**src/logic/accsc_defs.vh**
```
// Constants of the converter core calibration and swap controller
`ifndef ACCSC_DEFS_VH
`define ACCSC_DEFS_VH
// ==========================================================
// Register indices (byte address is four times the index)
`define ACCSC_IDX_SRC_DLY 10'h09A
`define ACCSC_IDX_MUX_DLY 10'h09B
`define ACCSC_IDX_CTRL 10'h080
`define ACCSC_IDX_STATUS 10'h081
`define ACCSC_IDX_TRIM_BASE 10'h0A0
`define ACCSC_TRIM_WORDS 18
// ==========================================================
// Control register fields
`define ACCSC_CTRL_BG_EN 0
`define ACCSC_CTRL_TRIG_SEL 1
`define ACCSC_CTRL_SOFT_TRIG 2
`define ACCSC_CTRL_FG_OFS 3
`define ACCSC_CTRL_BG_OFS 4
`define ACCSC_CTRL_VAR_LO 5
`define ACCSC_CTRL_RESET 7'h00
`define ACCSC_DLY_RESET 8'h00
// ==========================================================
// Variant codes
`define ACCSC_VAR_QUAD 2'h0
`define ACCSC_VAR_DUAL 2'h1
`define ACCSC_VAR_SINGLE 2'h2
// ==========================================================
// Core numbering and sample format
`define ACCSC_CORES 6
`define ACCSC_MID_CODE 12'h000
`define ACCSC_ALL_CORES 6'h3F
// ==========================================================
// Calibration phase timing
`define ACCSC_CAL_PHASE_NS 1000
`define ACCSC_CLK_MHZ 125
`define ACCSC_CAL_PHASE_CYC ((`ACCSC_CAL_PHASE_NS * `ACCSC_CLK_MHZ + 999) / 1000)
// Arbitrary neutral factory trim seed
`define ACCSC_TRIM_FACTORY 16'h0080
`endif

```
**src/logic/accsc_top.v**
```verilog
// Converter core calibration, core rotation and channel mapping control
// Contract
// - Foreground calibration forces mid-code outputs
// - Background calibration keeps converting through swaps
// - Six indexed cores, assignable or spare
// - Foreground map: 0-A, 1-B, 4-C, 5-D
// - Quad: spare 2 for 0/1, 3 for 4/5
// - Dual shares spare 2; single uses 2
// - Power-up foreground calibration; host waits
// - Trigger from pin or software bit
// - Only one core calibrated at once in background; foreground runs all six together
// - Calibrated core replaces next active, repeating
// - Calibrate linearity, gain, offset per core
// - Driven inputs tolerated during calibration
// - Trims reset factory, readable and writable
// - Trims held per core and input; the code keeps one word per core and parameter
// - Foreground once or background continuous offset
//
// Local design decision: the AHB-Lite interface to the registers.
`timescale 1ns/1ps
`include "accsc_defs.vh"
module accsc_top (
   input wire core_clk,
   input wire srst,
   input wire hsel,
   input wire [31:0] haddr,
   input wire [1:0] htrans,
   input wire hwrite,
   input wire [2:0] hsize,
   input wire [31:0] hwdata,
   input wire hready,
   output wire hreadyout,
   output wire [31:0] hrdata,
   output wire hresp,
   input wire calTriggerPin,
   input wire sampleStrobe,
   input wire [71:0] coreSamples,
   output reg [11:0] outInputA_q,
   output reg [11:0] outInputB_q,
   output reg [11:0] outInputC_q,
   output reg [11:0] outInputD_q,
   output reg outValid_q,
   output wire [5:0] coreOnline,
   output wire [5:0] coreCalibrate,
   output wire [1:0] calPhase
);
   // ==========================================================
   // Helpers
   // Pick one core's 12-bit sample out of the packed bus
   function [11:0] pickCore;
      input [71:0] smp;
      input [2:0] idx;
      reg [71:0] sh;
      begin
         sh = smp >> ({3'b000, idx} * 6'd12);
         pickCore = sh[11:0];
      end
   endfunction

   // One-hot mask of a core number
   function [5:0] oneHot;
      input [2:0] idx;
      begin
         oneHot = 6'h01 << idx;
      end
   endfunction

   // ==========================================================
   // Main states
   localparam [2:0] ST_FG_START = 3'h0;
   localparam [2:0] ST_FG_RUN = 3'h1;
   localparam [2:0] ST_IDLE = 3'h2;
   localparam [2:0] ST_BG_RUN = 3'h3;
   localparam [2:0] ST_SRC_WAIT = 3'h4;
   localparam [2:0] ST_MUX_WAIT = 3'h5;

   // ==========================================================
   // Register file
   reg [6:0] ctrl_q; // Mode, trigger and offset control
   reg [7:0] srcDly_q; // Core source switch delay
   reg [7:0] muxDly_q; // Output mux switch delay
   reg [31:0] rdHold_q; // Read data for non-memory registers
   reg rdIsTrim_q; // Data phase reads trim memory
   reg wrPend_q; // Write data phase pending
   reg [9:0] wrIdx_q; // Latched write index
   wire [15:0] trimRd; // Trim memory read word
   wire [9:0] aIdx = haddr[11:2]; // Word index of address phase
   wire aValid = hsel && htrans[1] && hready; // Address phase taken
   wire [9:0] trimOffA = aIdx - `ACCSC_IDX_TRIM_BASE;
   wire [9:0] trimOffW = wrIdx_q - `ACCSC_IDX_TRIM_BASE;
   wire aTrim = (aIdx >= `ACCSC_IDX_TRIM_BASE) && (trimOffA < `ACCSC_TRIM_WORDS);
   wire wTrim = (wrIdx_q >= `ACCSC_IDX_TRIM_BASE) && (trimOffW < `ACCSC_TRIM_WORDS);

   wire bgEnable = ctrl_q[`ACCSC_CTRL_BG_EN];
   wire trigSelPin = ctrl_q[`ACCSC_CTRL_TRIG_SEL];
   wire softTrig = ctrl_q[`ACCSC_CTRL_SOFT_TRIG];
   wire fgOfsEn = ctrl_q[`ACCSC_CTRL_FG_OFS];
   wire bgOfsEn = ctrl_q[`ACCSC_CTRL_BG_OFS];
   wire [1:0] variant = ctrl_q[`ACCSC_CTRL_VAR_LO+1:`ACCSC_CTRL_VAR_LO];

   // ==========================================================
   // Rotation state
   reg [2:0] state_q; // Main state
   reg [2:0] g0s0_q, g0s1_q, g0sp_q; // Group 0 slots and spare
   reg [2:0] g1s0_q, g1s1_q, g1sp_q; // Group 1 slots and spare
   reg g0Ptr_q; // Group 0 slot to be replaced next
   reg g1Ptr_q; // Group 1 slot to be replaced next
   reg turn_q; // Group whose spare is in calibration
   reg [7:0] dlyCnt_q; // Swap delay counter
   reg trigPrev_q; // Trigger level one cycle ago
   reg fgDone_q; // Last foreground run finished
   reg [7:0] swapCnt_q; // Completed swaps
   reg calStart; // Engine start request
   reg [5:0] calMask; // Cores to calibrate
   reg calOfs; // Include offset phase
   wire calBusy;
   wire calDone;

   // Trigger source select
   wire trigLevel = trigSelPin ? calTriggerPin : softTrig;
   wire trigRise = trigLevel && !trigPrev_q;
   wire fgActive = (state_q == ST_FG_START) || (state_q == ST_FG_RUN);
   wire quad = (variant == `ACCSC_VAR_QUAD);
   wire single = (variant == `ACCSC_VAR_SINGLE);
   wire [2:0] curSpare = turn_q ? g1sp_q : g0sp_q;

   // ==========================================================
   // Core status outputs
   wire [5:0] activeSet = oneHot(g0s0_q) | (single ? 6'h00 : oneHot(g0s1_q))
                        | (quad ? (oneHot(g1s0_q) | oneHot(g1s1_q)) : 6'h00);
   wire swapping = (state_q == ST_SRC_WAIT) || (state_q == ST_MUX_WAIT);
   // Cores offline during foreground; spare joins early before the mux moves
   assign coreOnline = fgActive ? 6'h00 : (activeSet | (swapping ? oneHot(curSpare) : 6'h00));

   // ==========================================================
   // Calibration engine, shared so only one run at a time
   accsc_cal_seq u_calSeq (
      .core_clk(core_clk),
      .srst(srst),
      .calStart(calStart),
      .calMask(calMask),
      .offsetEnable(calOfs),
      .calBusy(calBusy),
      .calDone_q(calDone),
      .calPhase_q(calPhase),
      .calCores_q(coreCalibrate)
   );

   // Engine request from current state
   always @*
   begin
      calStart = 1'b0;
      calMask = 6'h00;
      calOfs = 1'b0;
      if (state_q == ST_FG_START)
      begin
         calStart = 1'b1;
         calMask = `ACCSC_ALL_CORES;
         calOfs = fgOfsEn;
      end
      else if (state_q == ST_IDLE && !trigRise && bgEnable && trigLevel)
      begin
         calStart = 1'b1;
         calMask = oneHot(curSpare);
         calOfs = bgOfsEn;
      end
   end

   // ==========================================================
   // Calibration and rotation state machine
   always @(posedge core_clk)
   begin
      if (srst)
      begin
         state_q <= ST_FG_START;
         g0s0_q <= 3'd0;
         g0s1_q <= 3'd1;
         g0sp_q <= 3'd2;
         g1s0_q <= 3'd4;
         g1s1_q <= 3'd5;
         g1sp_q <= 3'd3;
         g0Ptr_q <= 1'b0;
         g1Ptr_q <= 1'b0;
         turn_q <= 1'b0;
         dlyCnt_q <= 8'h00;
         trigPrev_q <= 1'b0;
         fgDone_q <= 1'b0;
         swapCnt_q <= 8'h00;
      end
      else
      begin
         trigPrev_q <= trigLevel;
         case (state_q)
            ST_FG_START:
            begin
               // Engine takes the request this cycle
               fgDone_q <= 1'b0;
               state_q <= ST_FG_RUN;
            end
            ST_FG_RUN:
            begin
               if (calDone)
               begin
                  // Restore the fixed foreground map
                  g0s0_q <= 3'd0;
                  g0s1_q <= 3'd1;
                  g1s0_q <= 3'd4;
                  g1s1_q <= 3'd5;
                  g0sp_q <= 3'd2;
                  g1sp_q <= 3'd3;
                  g0Ptr_q <= 1'b0;
                  g1Ptr_q <= 1'b0;
                  turn_q <= 1'b0;
                  fgDone_q <= 1'b1;
                  state_q <= ST_IDLE;
               end
            end
            ST_IDLE:
            begin
               // New trigger edge restarts foreground; else rotate spares
               if (trigRise)
                  state_q <= ST_FG_START;
               else if (calStart)
                  state_q <= ST_BG_RUN;
            end
            ST_BG_RUN:
            begin
               if (calDone)
               begin
                  dlyCnt_q <= 8'h00;
                  state_q <= ST_SRC_WAIT;
               end
            end
            ST_SRC_WAIT:
            begin
               // Fresh core runs ahead of the switch for the source delay
               if (dlyCnt_q >= srcDly_q)
               begin
                  dlyCnt_q <= 8'h00;
                  state_q <= ST_MUX_WAIT;
               end
               else
                  dlyCnt_q <= dlyCnt_q + 8'h01;
            end
            ST_MUX_WAIT:
            begin
               if (dlyCnt_q < muxDly_q)
                  dlyCnt_q <= dlyCnt_q + 8'h01;
               else if (sampleStrobe)
               begin
                  // Swap only between samples
                  swapCnt_q <= swapCnt_q + 8'h01;
                  state_q <= ST_IDLE;
                  if (!turn_q)
                  begin
                     // Group 0: spare replaces next active core
                     if (g0Ptr_q && !single)
                     begin
                        g0s1_q <= g0sp_q;
                        g0sp_q <= g0s1_q;
                     end
                     else
                     begin
                        g0s0_q <= g0sp_q;
                        g0sp_q <= g0s0_q;
                     end
                     g0Ptr_q <= single ? 1'b0 : !g0Ptr_q;
                  end
                  else
                  begin
                     // Group 1 exists in the quad variant only
                     if (g1Ptr_q)
                     begin
                        g1s1_q <= g1sp_q;
                        g1sp_q <= g1s1_q;
                     end
                     else
                     begin
                        g1s0_q <= g1sp_q;
                        g1sp_q <= g1s0_q;
                     end
                     g1Ptr_q <= !g1Ptr_q;
                  end
                  turn_q <= quad ? !turn_q : 1'b0;
               end
            end
            default:
               state_q <= ST_IDLE;
         endcase
      end
   end

   // ==========================================================
   // Output sample path, inputs stay live during background calibration
   always @(posedge core_clk)
   begin
      if (srst)
      begin
         outInputA_q <= `ACCSC_MID_CODE;
         outInputB_q <= `ACCSC_MID_CODE;
         outInputC_q <= `ACCSC_MID_CODE;
         outInputD_q <= `ACCSC_MID_CODE;
         outValid_q <= 1'b0;
      end
      else
      begin
         outValid_q <= sampleStrobe;
         if (sampleStrobe)
         begin
            if (fgActive)
            begin
               // Cores offline, outputs parked at mid-code
               outInputA_q <= `ACCSC_MID_CODE;
               outInputB_q <= `ACCSC_MID_CODE;
               outInputC_q <= `ACCSC_MID_CODE;
               outInputD_q <= `ACCSC_MID_CODE;
            end
            else
            begin
               // Current map; swap takes effect from the next sample
               outInputA_q <= pickCore(coreSamples, g0s0_q);
               outInputB_q <= single ? `ACCSC_MID_CODE : pickCore(coreSamples, g0s1_q);
               outInputC_q <= quad ? pickCore(coreSamples, g1s0_q) : `ACCSC_MID_CODE;
               outInputD_q <= quad ? pickCore(coreSamples, g1s1_q) : `ACCSC_MID_CODE;
            end
         end
      end
   end

   // ==========================================================
   // AHB-Lite slave, zero wait states, always OKAY
   assign hreadyout = 1'b1;
   assign hresp = 1'b0;
   assign hrdata = rdIsTrim_q ? {16'h0000, trimRd} : rdHold_q;

   // Address phase capture and register writes
   always @(posedge core_clk)
   begin
      if (srst)
      begin
         ctrl_q <= `ACCSC_CTRL_RESET;
         srcDly_q <= `ACCSC_DLY_RESET;
         muxDly_q <= `ACCSC_DLY_RESET;
         rdHold_q <= 32'h00000000;
         rdIsTrim_q <= 1'b0;
         wrPend_q <= 1'b0;
         wrIdx_q <= 10'h000;
      end
      else
      begin
         wrPend_q <= aValid && hwrite;
         wrIdx_q <= aIdx;
         rdIsTrim_q <= aValid && !hwrite && aTrim;
         // Data phase write of control and delay registers
         if (wrPend_q)
         begin
            case (wrIdx_q)
               `ACCSC_IDX_CTRL: ctrl_q <= hwdata[6:0];
               `ACCSC_IDX_SRC_DLY: srcDly_q <= hwdata[7:0];
               `ACCSC_IDX_MUX_DLY: muxDly_q <= hwdata[7:0];
               default: ctrl_q <= ctrl_q;
            endcase
         end
         // Read value prepared at the address phase
         if (aValid && !hwrite)
         begin
            case (aIdx)
               `ACCSC_IDX_CTRL: rdHold_q <= {25'h0000000, ctrl_q};
               `ACCSC_IDX_SRC_DLY: rdHold_q <= {24'h000000, srcDly_q};
               `ACCSC_IDX_MUX_DLY: rdHold_q <= {24'h000000, muxDly_q};
               `ACCSC_IDX_STATUS: rdHold_q <= {15'h0000, fgDone_q, swapCnt_q, g1sp_q, g0sp_q,
                                                calBusy, fgActive};
               default: rdHold_q <= 32'h00000000;
            endcase
         end
      end
   end

   // Trim words, one per core and parameter
   accsc_trim_mem u_trimMem (
      .core_clk(core_clk),
      .srst(srst),
      .wrEn(wrPend_q && wTrim),
      .wrAddr(trimOffW[4:0]),
      .wrData(hwdata[15:0]),
      .rdAddr(trimOffA[4:0]),
      .rdData_q(trimRd)
   );
endmodule

```
**src/logic/accsc_trim_mem.v**
```verilog
// Trim word memory with factory reset values and registered read
`timescale 1ns/1ps
`include "accsc_defs.vh"
module accsc_trim_mem (
   input wire core_clk,
   input wire srst,
   input wire wrEn,
   input wire [4:0] wrAddr,
   input wire [15:0] wrData,
   input wire [4:0] rdAddr,
   output reg [15:0] rdData_q
);
   // ==========================================================
   // Storage
   reg [15:0] trimMem [0:`ACCSC_TRIM_WORDS-1]; // One word per core and parameter
   integer i;

   // Reset loads factory words, else write; read is registered with bypass
   always @(posedge core_clk)
   begin
      if (srst)
      begin
         for (i = 0; i < `ACCSC_TRIM_WORDS; i = i + 1)
            trimMem[i] <= `ACCSC_TRIM_FACTORY + i[15:0];
         rdData_q <= 16'h0000;
      end
      else
      begin
         if (wrEn)
            trimMem[wrAddr] <= wrData;
         // Fresh write data wins over stale array contents
         if (wrEn && (wrAddr == rdAddr))
            rdData_q <= wrData;
         else
            rdData_q <= trimMem[rdAddr];
      end
   end
endmodule

```
**src/logic/accsc_cal_seq.v**
```verilog
// Calibration sequencer stepping linearity, gain and offset phases
`timescale 1ns/1ps
`include "accsc_defs.vh"
module accsc_cal_seq (
   input wire core_clk,
   input wire srst,
   input wire calStart,
   input wire [5:0] calMask,
   input wire offsetEnable,
   output wire calBusy,
   output reg calDone_q,
   output reg [1:0] calPhase_q,
   output reg [5:0] calCores_q
);
   // ==========================================================
   // Phase codes
   localparam [1:0] PH_IDLE = 2'h0;
   localparam [1:0] PH_LIN = 2'h1;
   localparam [1:0] PH_GAIN = 2'h2;
   localparam [1:0] PH_OFS = 2'h3;
   localparam integer PHASE_CYC = `ACCSC_CAL_PHASE_CYC;
   localparam [7:0] PHASE_LAST = PHASE_CYC[7:0] - 8'h01;

   reg [7:0] phaseCnt_q; // Cycles spent in current phase
   reg withOfs_q; // Offset phase requested for this run

   assign calBusy = (calPhase_q != PH_IDLE);

   // ==========================================================
   // Phase sequencer
   always @(posedge core_clk)
   begin
      if (srst)
      begin
         calPhase_q <= PH_IDLE;
         phaseCnt_q <= 8'h00;
         withOfs_q <= 1'b0;
         calCores_q <= 6'h00;
         calDone_q <= 1'b0;
      end
      else
      begin
         calDone_q <= 1'b0;
         case (calPhase_q)
            PH_IDLE:
            begin
               // Start a run on the selected cores
               if (calStart)
               begin
                  calPhase_q <= PH_LIN;
                  calCores_q <= calMask;
                  withOfs_q <= offsetEnable;
                  phaseCnt_q <= 8'h00;
               end
            end
            default:
            begin
               if (phaseCnt_q == PHASE_LAST)
               begin
                  phaseCnt_q <= 8'h00;
                  // Linearity, then gain, then optional offset
                  if (calPhase_q == PH_LIN)
                     calPhase_q <= PH_GAIN;
                  else if (calPhase_q == PH_GAIN && withOfs_q)
                     calPhase_q <= PH_OFS;
                  else
                  begin
                     calPhase_q <= PH_IDLE;
                     calCores_q <= 6'h00;
                     calDone_q <= 1'b1;
                  end
               end
               else
                  phaseCnt_q <= phaseCnt_q + 8'h01;
            end
         endcase
      end
   end
endmodule

```
**config.mk**
```make
export PLATFORM = sky130hd
export DESIGN_NAME = accsc_top
export DESIGN_NICKNAME = d
export VERILOG_FILES = /design/src/logic/accsc_top.v /design/src/logic/accsc_trim_mem.v /design/src/logic/accsc_cal_seq.v
export VERILOG_INCLUDE_DIRS = /design/src /design/src/logic
export SDC_FILE = /design/constraint.sdc
export NUM_CORES = 1
export LEC_CHECK = 0
export BUFFER_PORTS_ARGS = -buffer_cell sky130_fd_sc_hd__buf_4
export CAP_MARGIN = 20
export CORE_MARGIN = 2
export CORE_UTILIZATION = 55
export DETAILED_ROUTE_END_ITERATION = 6
export GPL_TIMING_DRIVEN = 1
export MAX_ROUTING_LAYER = met4
export PLACE_DENSITY = 0.74
export SYNTH_ARGS = -nofsm -noshare
export SYNTH_HDL_FRONTEND = slang
export SYNTH_HIERARCHICAL = 1
export SYNTH_SLANG_ARGS = --single-unit
```
**constraint.sdc**
```tcl
create_clock -name core_clk -period 3.6 [get_ports core_clk]
set_input_delay 0.54 -clock core_clk [delete_from_list [all_inputs] [get_ports core_clk]]
set_output_delay 0.54 -clock core_clk [all_outputs]
set_load 0.02 [all_outputs]
```
After elaboration in Yosys (flattened, before gate mapping)
Memories as Yosys holds them, arrays and structs flattened. A register that Yosys moved wholly into a read port is not among the register bits. Cells that the tools add are included.

Add/subtract/negate cells: 5. Multipliers: 4. $lt $le $gt $ge: 6. Eq/ne operators: 32. Shift operators: 9. Mux-type cells: 105. Bitwise logic cells: 6. Reductions and logical operators: 50.

Operators with widths (number): $shr 72x6->12 (4); $mux 3 (36); $mux 12 (7); $eq 10x8->1 const B (7); $pmux 17 s4 (1); $mux 6 (11); $mux 8 (6); $pmux 3 s2 (6); $mux 32 (1); $reduce_and 6->1 (5); $shl 1x3->6 const A (5); $add 8x1->8 const B (3); $mux 1 (24); $or 6x6->6 (4); $pmux 8 s3 (1); $ge 10x8->1 const B (2); $lt 10x5->1 const B (2); $ne 2x2->1 const B (10); $sub 10x8->10 const B (2); $pmux 3 s6 (1); $mul 3x2->4 const B (4); $mux 16 (1); $reduce_or 16->1 (1); $logic_and 1x1->1 (14); 25 further kinds (59).

Bits in registers: 176. RAM bits: 288. Input bits: 148. Output and inout bits: 97. Logic and storage cells: 249. Memories: 1.

Memories: u_trimMem.trimMem (depth 18, width 16, read ports 1, clocked after memory_dff 1, write ports 18, RTL line accsc_trim_mem.v:15) `` reg [15:0] trimMem [0:`ACCSC_TRIM_WORDS-1]; ``.

Depth between registers and ports, before layout
Depth after elaboration: 11. Depth in mapped cells: 12. Mapped depth without buffers: 10.

Cells and area by module
Netlist, hierarchy kept.

Modules (own cells, without submodules): accsc_trim_mem (times used 1, cells an instance 1547, area each 22210.1 sq um, seq. area each 15695.1 sq um); accsc_top (times used 1, cells an instance 1142, area each 12733.5 sq um, seq. area each 2862.7 sq um); accsc_cal_seq (times used 1, cells an instance 87, area each 815.8 sq um, seq. area each 360.3 sq um).

Least setup slack after synthesis
Ideal clock, no wire load.

Path type: register -> register. From: register g1s0_q[0]. To: register outInputC_q[4]. Setup time: 0.117 ns. Arrival: 3.167 ns. Required time: 3.483 ns. Slack: 0.316 ns. Cell stages (with the launch flop): 11. Clock period less this slack: 3.284 ns. Cell sequence: dfxtp_1 -> buf_4 -> buf_2 -> buf_2 -> inv_1 -> ha_1 -> buf_2 -> clkbuf_1 -> mux4_2 -> mux4_2 -> a22o_1.

Word-level cells in the longest chain between the ends: 4.

Ends and longest elaborated chain: start, declared (RTL line accsc_top.v:105) `reg [2:0] g1s0_q, g1s1_q, g1sp_q;`; start signal, assigned (RTL line accsc_top.v:279) `g1s0_q <= g1sp_q;`; $mul 3x2->4 (RTL line accsc_top.v:55) `sh = smp >> ({3'b000, idx} * 6'd12);`; $shr 72x6->12 (RTL line accsc_top.v:55); $mux 12 (no line); $mux 12 (RTL line accsc_top.v:310) `if (fgActive)`; end signal, assigned (RTL line accsc_top.v:301) `` outInputC_q <= `ACCSC_MID_CODE; ``; end signal, assigned (RTL line accsc_top.v:315) `` outInputC_q <= `ACCSC_MID_CODE; ``; end signal, assigned (RTL line accsc_top.v:323) `` outInputC_q <= quad ? pickCore(coreSamples, g1s0_q) : `ACCSC_MID_CODE; ``; end, declared (RTL line accsc_top.v:40) `output reg [11:0] outInputC_q,`.

No other way between the ends. A chain may end at the register's enable or synchronous reset.

Final worst setup path
From: register g1s0_q[0]. To: output coreOnline[5].

Word-level cells in the longest chain between the ends: 6.

Ends and longest elaborated chain: $shl 1x3->6 (RTL line accsc_top.v:64) `oneHot = 6'h01 << idx;`; $or 6x6->6 (RTL line accsc_top.v:130) `| (quad ? (oneHot(g1s0_q) | oneHot(g1s1_q)) : 6'h00);`; $mux 6 (RTL line accsc_top.v:130); $or 6x6->6 (RTL line accsc_top.v:130); $or 6x6->6 (RTL line accsc_top.v:133) `assign coreOnline = fgActive ? 6'h00 : (activeSet | (swapping ? oneHot(curSpare) : 6'h00));`; $mux 6 (RTL line accsc_top.v:133); end, declared (RTL line accsc_top.v:43) `output wire [5:0] coreOnline,`.

No other way between the ends.

==> metrics <==
CTS resizes=0; gr usage total=28.7%; antenna violations before repair=2; most frequent cells in the layout=512 x edfxtp_1, 331 x nor2_1, 306 x mux2i_1; Root Driver=clkbuf_16; hold path cells=2; Max Cap Viol=0; Mapped Avg Cell Area=12.9 sq um; Crit Path Class=reg -> out; Design Area, Final=0.0405 sq mm; CP max-delay cell=buf_4; fin util=62.9%; dpl cell area=0.0380 sq mm; CP dominant cell by count=buf_4; Hold Vio Cnt, Final=0; Cell Area, Synth=around 0.036 sq mm; CTS tree=done; site row count=93; synthesis warning total=6; sequential power share=49.8%; Clock Latency Late Sink=approximately 630 ps; CP endpoint kind=output pin; Slew headroom=between 20 and 30%; first-pass iteration count of the detailed router=6; GR Overflow Total=0; WP data required=3060 ps; nets@finish=3,097; post-synthesis sequential area ratio=52.9%; htree depth=3; FF-to-FF path depth=8; worst-path maximum fanout=47; DRT antenna net count=0; Crit path largest cell delay=620 ps; Synth Instances=2,776; switch share=22.4%; P_sw=between 0.003 and 0.004 W; Final setup viols=0; Internal Power=0.0135 W; worst vdd ir=about 0.36 mV; Hold-fix buffers, CTS=0; PortBufs=around 190; drt via density=around 6.5; PD cells=429 mW/mm^2; period utilization=89.9%; number of clock sinks=approximately 700; setup bufs post-CTS=0; post-synthesis cell type count=86; pin count of the biggest net entering global routing=65; most common flop cell mapped by yosys=edfxtp_1; Die Height=around 260 um; Worst-path clk slew=70 ps; FILL cells=4,681; layout cell share with drive strength beyond 1=23.4%; RSZ-0062 raised after global routing=false; area grow syn2layout=13.2%; post-synthesis register bit count=approximately 690; post-layout minimum cycle time=3240 ps; worst min-delay path class=in -> reg; ys async rst share=0%; drc violations=0; Critical Path AT=2700 ps; Post-synth EDFFs=512; I/O pins=245; Bufs on Longest Clock Path=3; Final GP Congestion=approximately 0.95; Combinational Power Share=6.9%; 1st-iter DRT viols=2,803; wire per inst=roughly 25 um; Num CTS Buffers=72; die area=0.0671 sq mm; Core ar.=0.0643 sq mm; Routed WL=94,100 um; Clock power frac=roughly 43%; achievable frequency=0.309 GHz; worst-margin pin slew=1060 ps; DP HPWL=62,600 um; vias in the first global route=24,700; first-pass GRT wire length=144,000 um; clk_skew=33.4 ps; TNS Setup=0 ps; via count=24,900; CP startpoint kind=register; die width=259 um; Leak Pwr=between 15 and 20 nW; most common cell after layout, fill and taps aside=edfxtp_1; status=completed; Starting Density=55.6%; CP Cell Sequence=buf_4 -> ha_1 -> a22oi_1 -> o31ai_1 -> a221oi_1 -> nor2_1 -> buf_4; Max Slew Vio Count=0
[per-stage QoR]
step,setup WS (ps),hold slack [ps],total power (W),cells
2_1_floorplan,316,421,0.00956,2791
6_report,365,150,0.0173,3821
3_5_place_dp,601,455,0.00997,3688
4_1_cts,332,124,0.0174,3819
3_3_place_gp,662,441,0.00994,3688
5_1_grt,124,139,0.0178,3821
[layer usage]
layer,wire length (um),part of all wire [%],GRT usage [%]
met4,3790,4.0,11.1
met2,45400,48,45.2
met1,35900,38,37.0
met5,0,0,-
met3,8990,9.6,5.65
[registers in the layout, summed over array words and instances (netlist names), 6 cells and up]
name / cells
outInputC_q: 12
outInputA_q: 12
u_trimMem/trimMem: 512
outInputB_q: 12
u_calSeq/phaseCnt_q: 8
u_trimMem/rdData_q: 16
rdHold_q: 17
swapCnt_q: 8
srcDly_q: 8
u_calSeq/calCores_q: 6
muxDly_q: 8
wrIdx_q: 10
outInputD_q: 12
dlyCnt_q: 8
ctrl_q: 7
[synth_stat cells, types with 4 or more instances]
library cell / instances / area, sq um
nor3_2: 4 / 40.0
a31oi_1: 9 / 56.3
nand4b_1: 5 / 43.8
mux2i_1: 306 / 3060
nand3_1: 39 / 195
a222oi_1: 5 / 50.1
mux2_2: 23 / 259
clkbuf_1: 146 / 548
or3_1: 7 / 43.8
o21ai_0: 32 / 160
o21a_1: 9 / 67.6
buf_6: 12 / 135
ha_1: 37 / 463
a22oi_1: 131 / 983
xor2_1: 6 / 52.6
nor2_1: 333 / 1250
buf_4: 45 / 338
nor4_1: 17 / 106
a21oi_1: 121 / 606
a21o_1: 4 / 30.0
o31ai_1: 7 / 52.6
a221oi_1: 8 / 70.1
inv_1: 65 / 244
nand2b_1: 34 / 213
fa_1: 4 / 80.1
buf_1: 9 / 33.8
a2bb2oi_1: 5 / 43.8
nor2b_1: 33 / 206
nand2_1: 145 / 544
o22a_1: 16 / 140
or4_1: 10 / 75.1
nor3_1: 25 / 125
a2111oi_0: 4 / 35.0
or2_2: 10 / 62.6
buf_2: 46 / 230
a22o_1: 58 / 508
edfxtp_1: 512 / 15400
nand4_1: 9 / 56.3
xnor2_1: 7 / 61.3
dfxtp_1: 177 / 3540
and2_1: 6 / 37.5
nand3b_1: 4 / 30.0
mux4_2: 209 / 4710
a32o_1: 9 / 90.1
a211oi_1: 19 / 143
[worst max-delay path: cells and delay by family (launching register included)]
kind / cells / cell delay [ps]
flip-flops: 1 / 340
AND/OR/NAND/NOR: 1 / 160
buffers and inverters: 2 / 780
adder cells (fa/ha/maj): 1 / 290
AO/OA/AOI/OAI: 3 / 480
[cell type report]
class                   instances  area (sq um)  share of cell area (%)
clock inverters                26           274                   0.677
diodes                          1          2.50                 0.00618
flip-flops and latches        689         18900                    46.8
clock buffers                 105          2130                    5.27
well taps                     855          1070                    2.64
repair buffers                305          2430                    6.02
inverters                      66           248                   0.612
multi-input cells            1774         15400                    38.0
[logic make-up after synthesis]
| logic type | count (synthesis) | synth area share, % |
|---|---|---|
| buffers and inverters | 328 | 4.45 |
| AND/OR/NAND/NOR | 699 | 8.90 |
| adder cells (fa/ha/maj) | 41 | 1.52 |
| other | 2 | 0.0210 |
| XOR/XNOR | 13 | 0.318 |
| multiplexers | 538 | 22.5 |
| AO/OA/AOI/OAI | 466 | 9.43 |
| flip-flops | 689 | 52.9 |
[power groups by stage]
stage,clock [W],combinational [W],sequential [W]
after floorplan,0,0.000788,0.00878
after global placement,0,0.00114,0.00880
after detailed placement,0,0.00117,0.00881
after CTS,0.00759,0.00117,0.00864
after global routing,0.00787,0.00125,0.00865
final,0.00750,0.00120,0.00864
[path summary, 6_finish.rpt]
| path | from | to | slack [ps] |
|---|---|---|---|
| worst min register to register | rdHold_q[13] | rdHold_q[13] | 460 |
| worst max-delay path | g1s0_q[0] | coreOnline[5] | 360 |
| worst max register to register | wrIdx_q[3] | u_trimMem/trimMem[31][10] | 490 |
| worst min-delay path | haddr[9] | wrIdx_q[7] | 150 |
No activity file was read; power rests on OpenSTA's default activity.
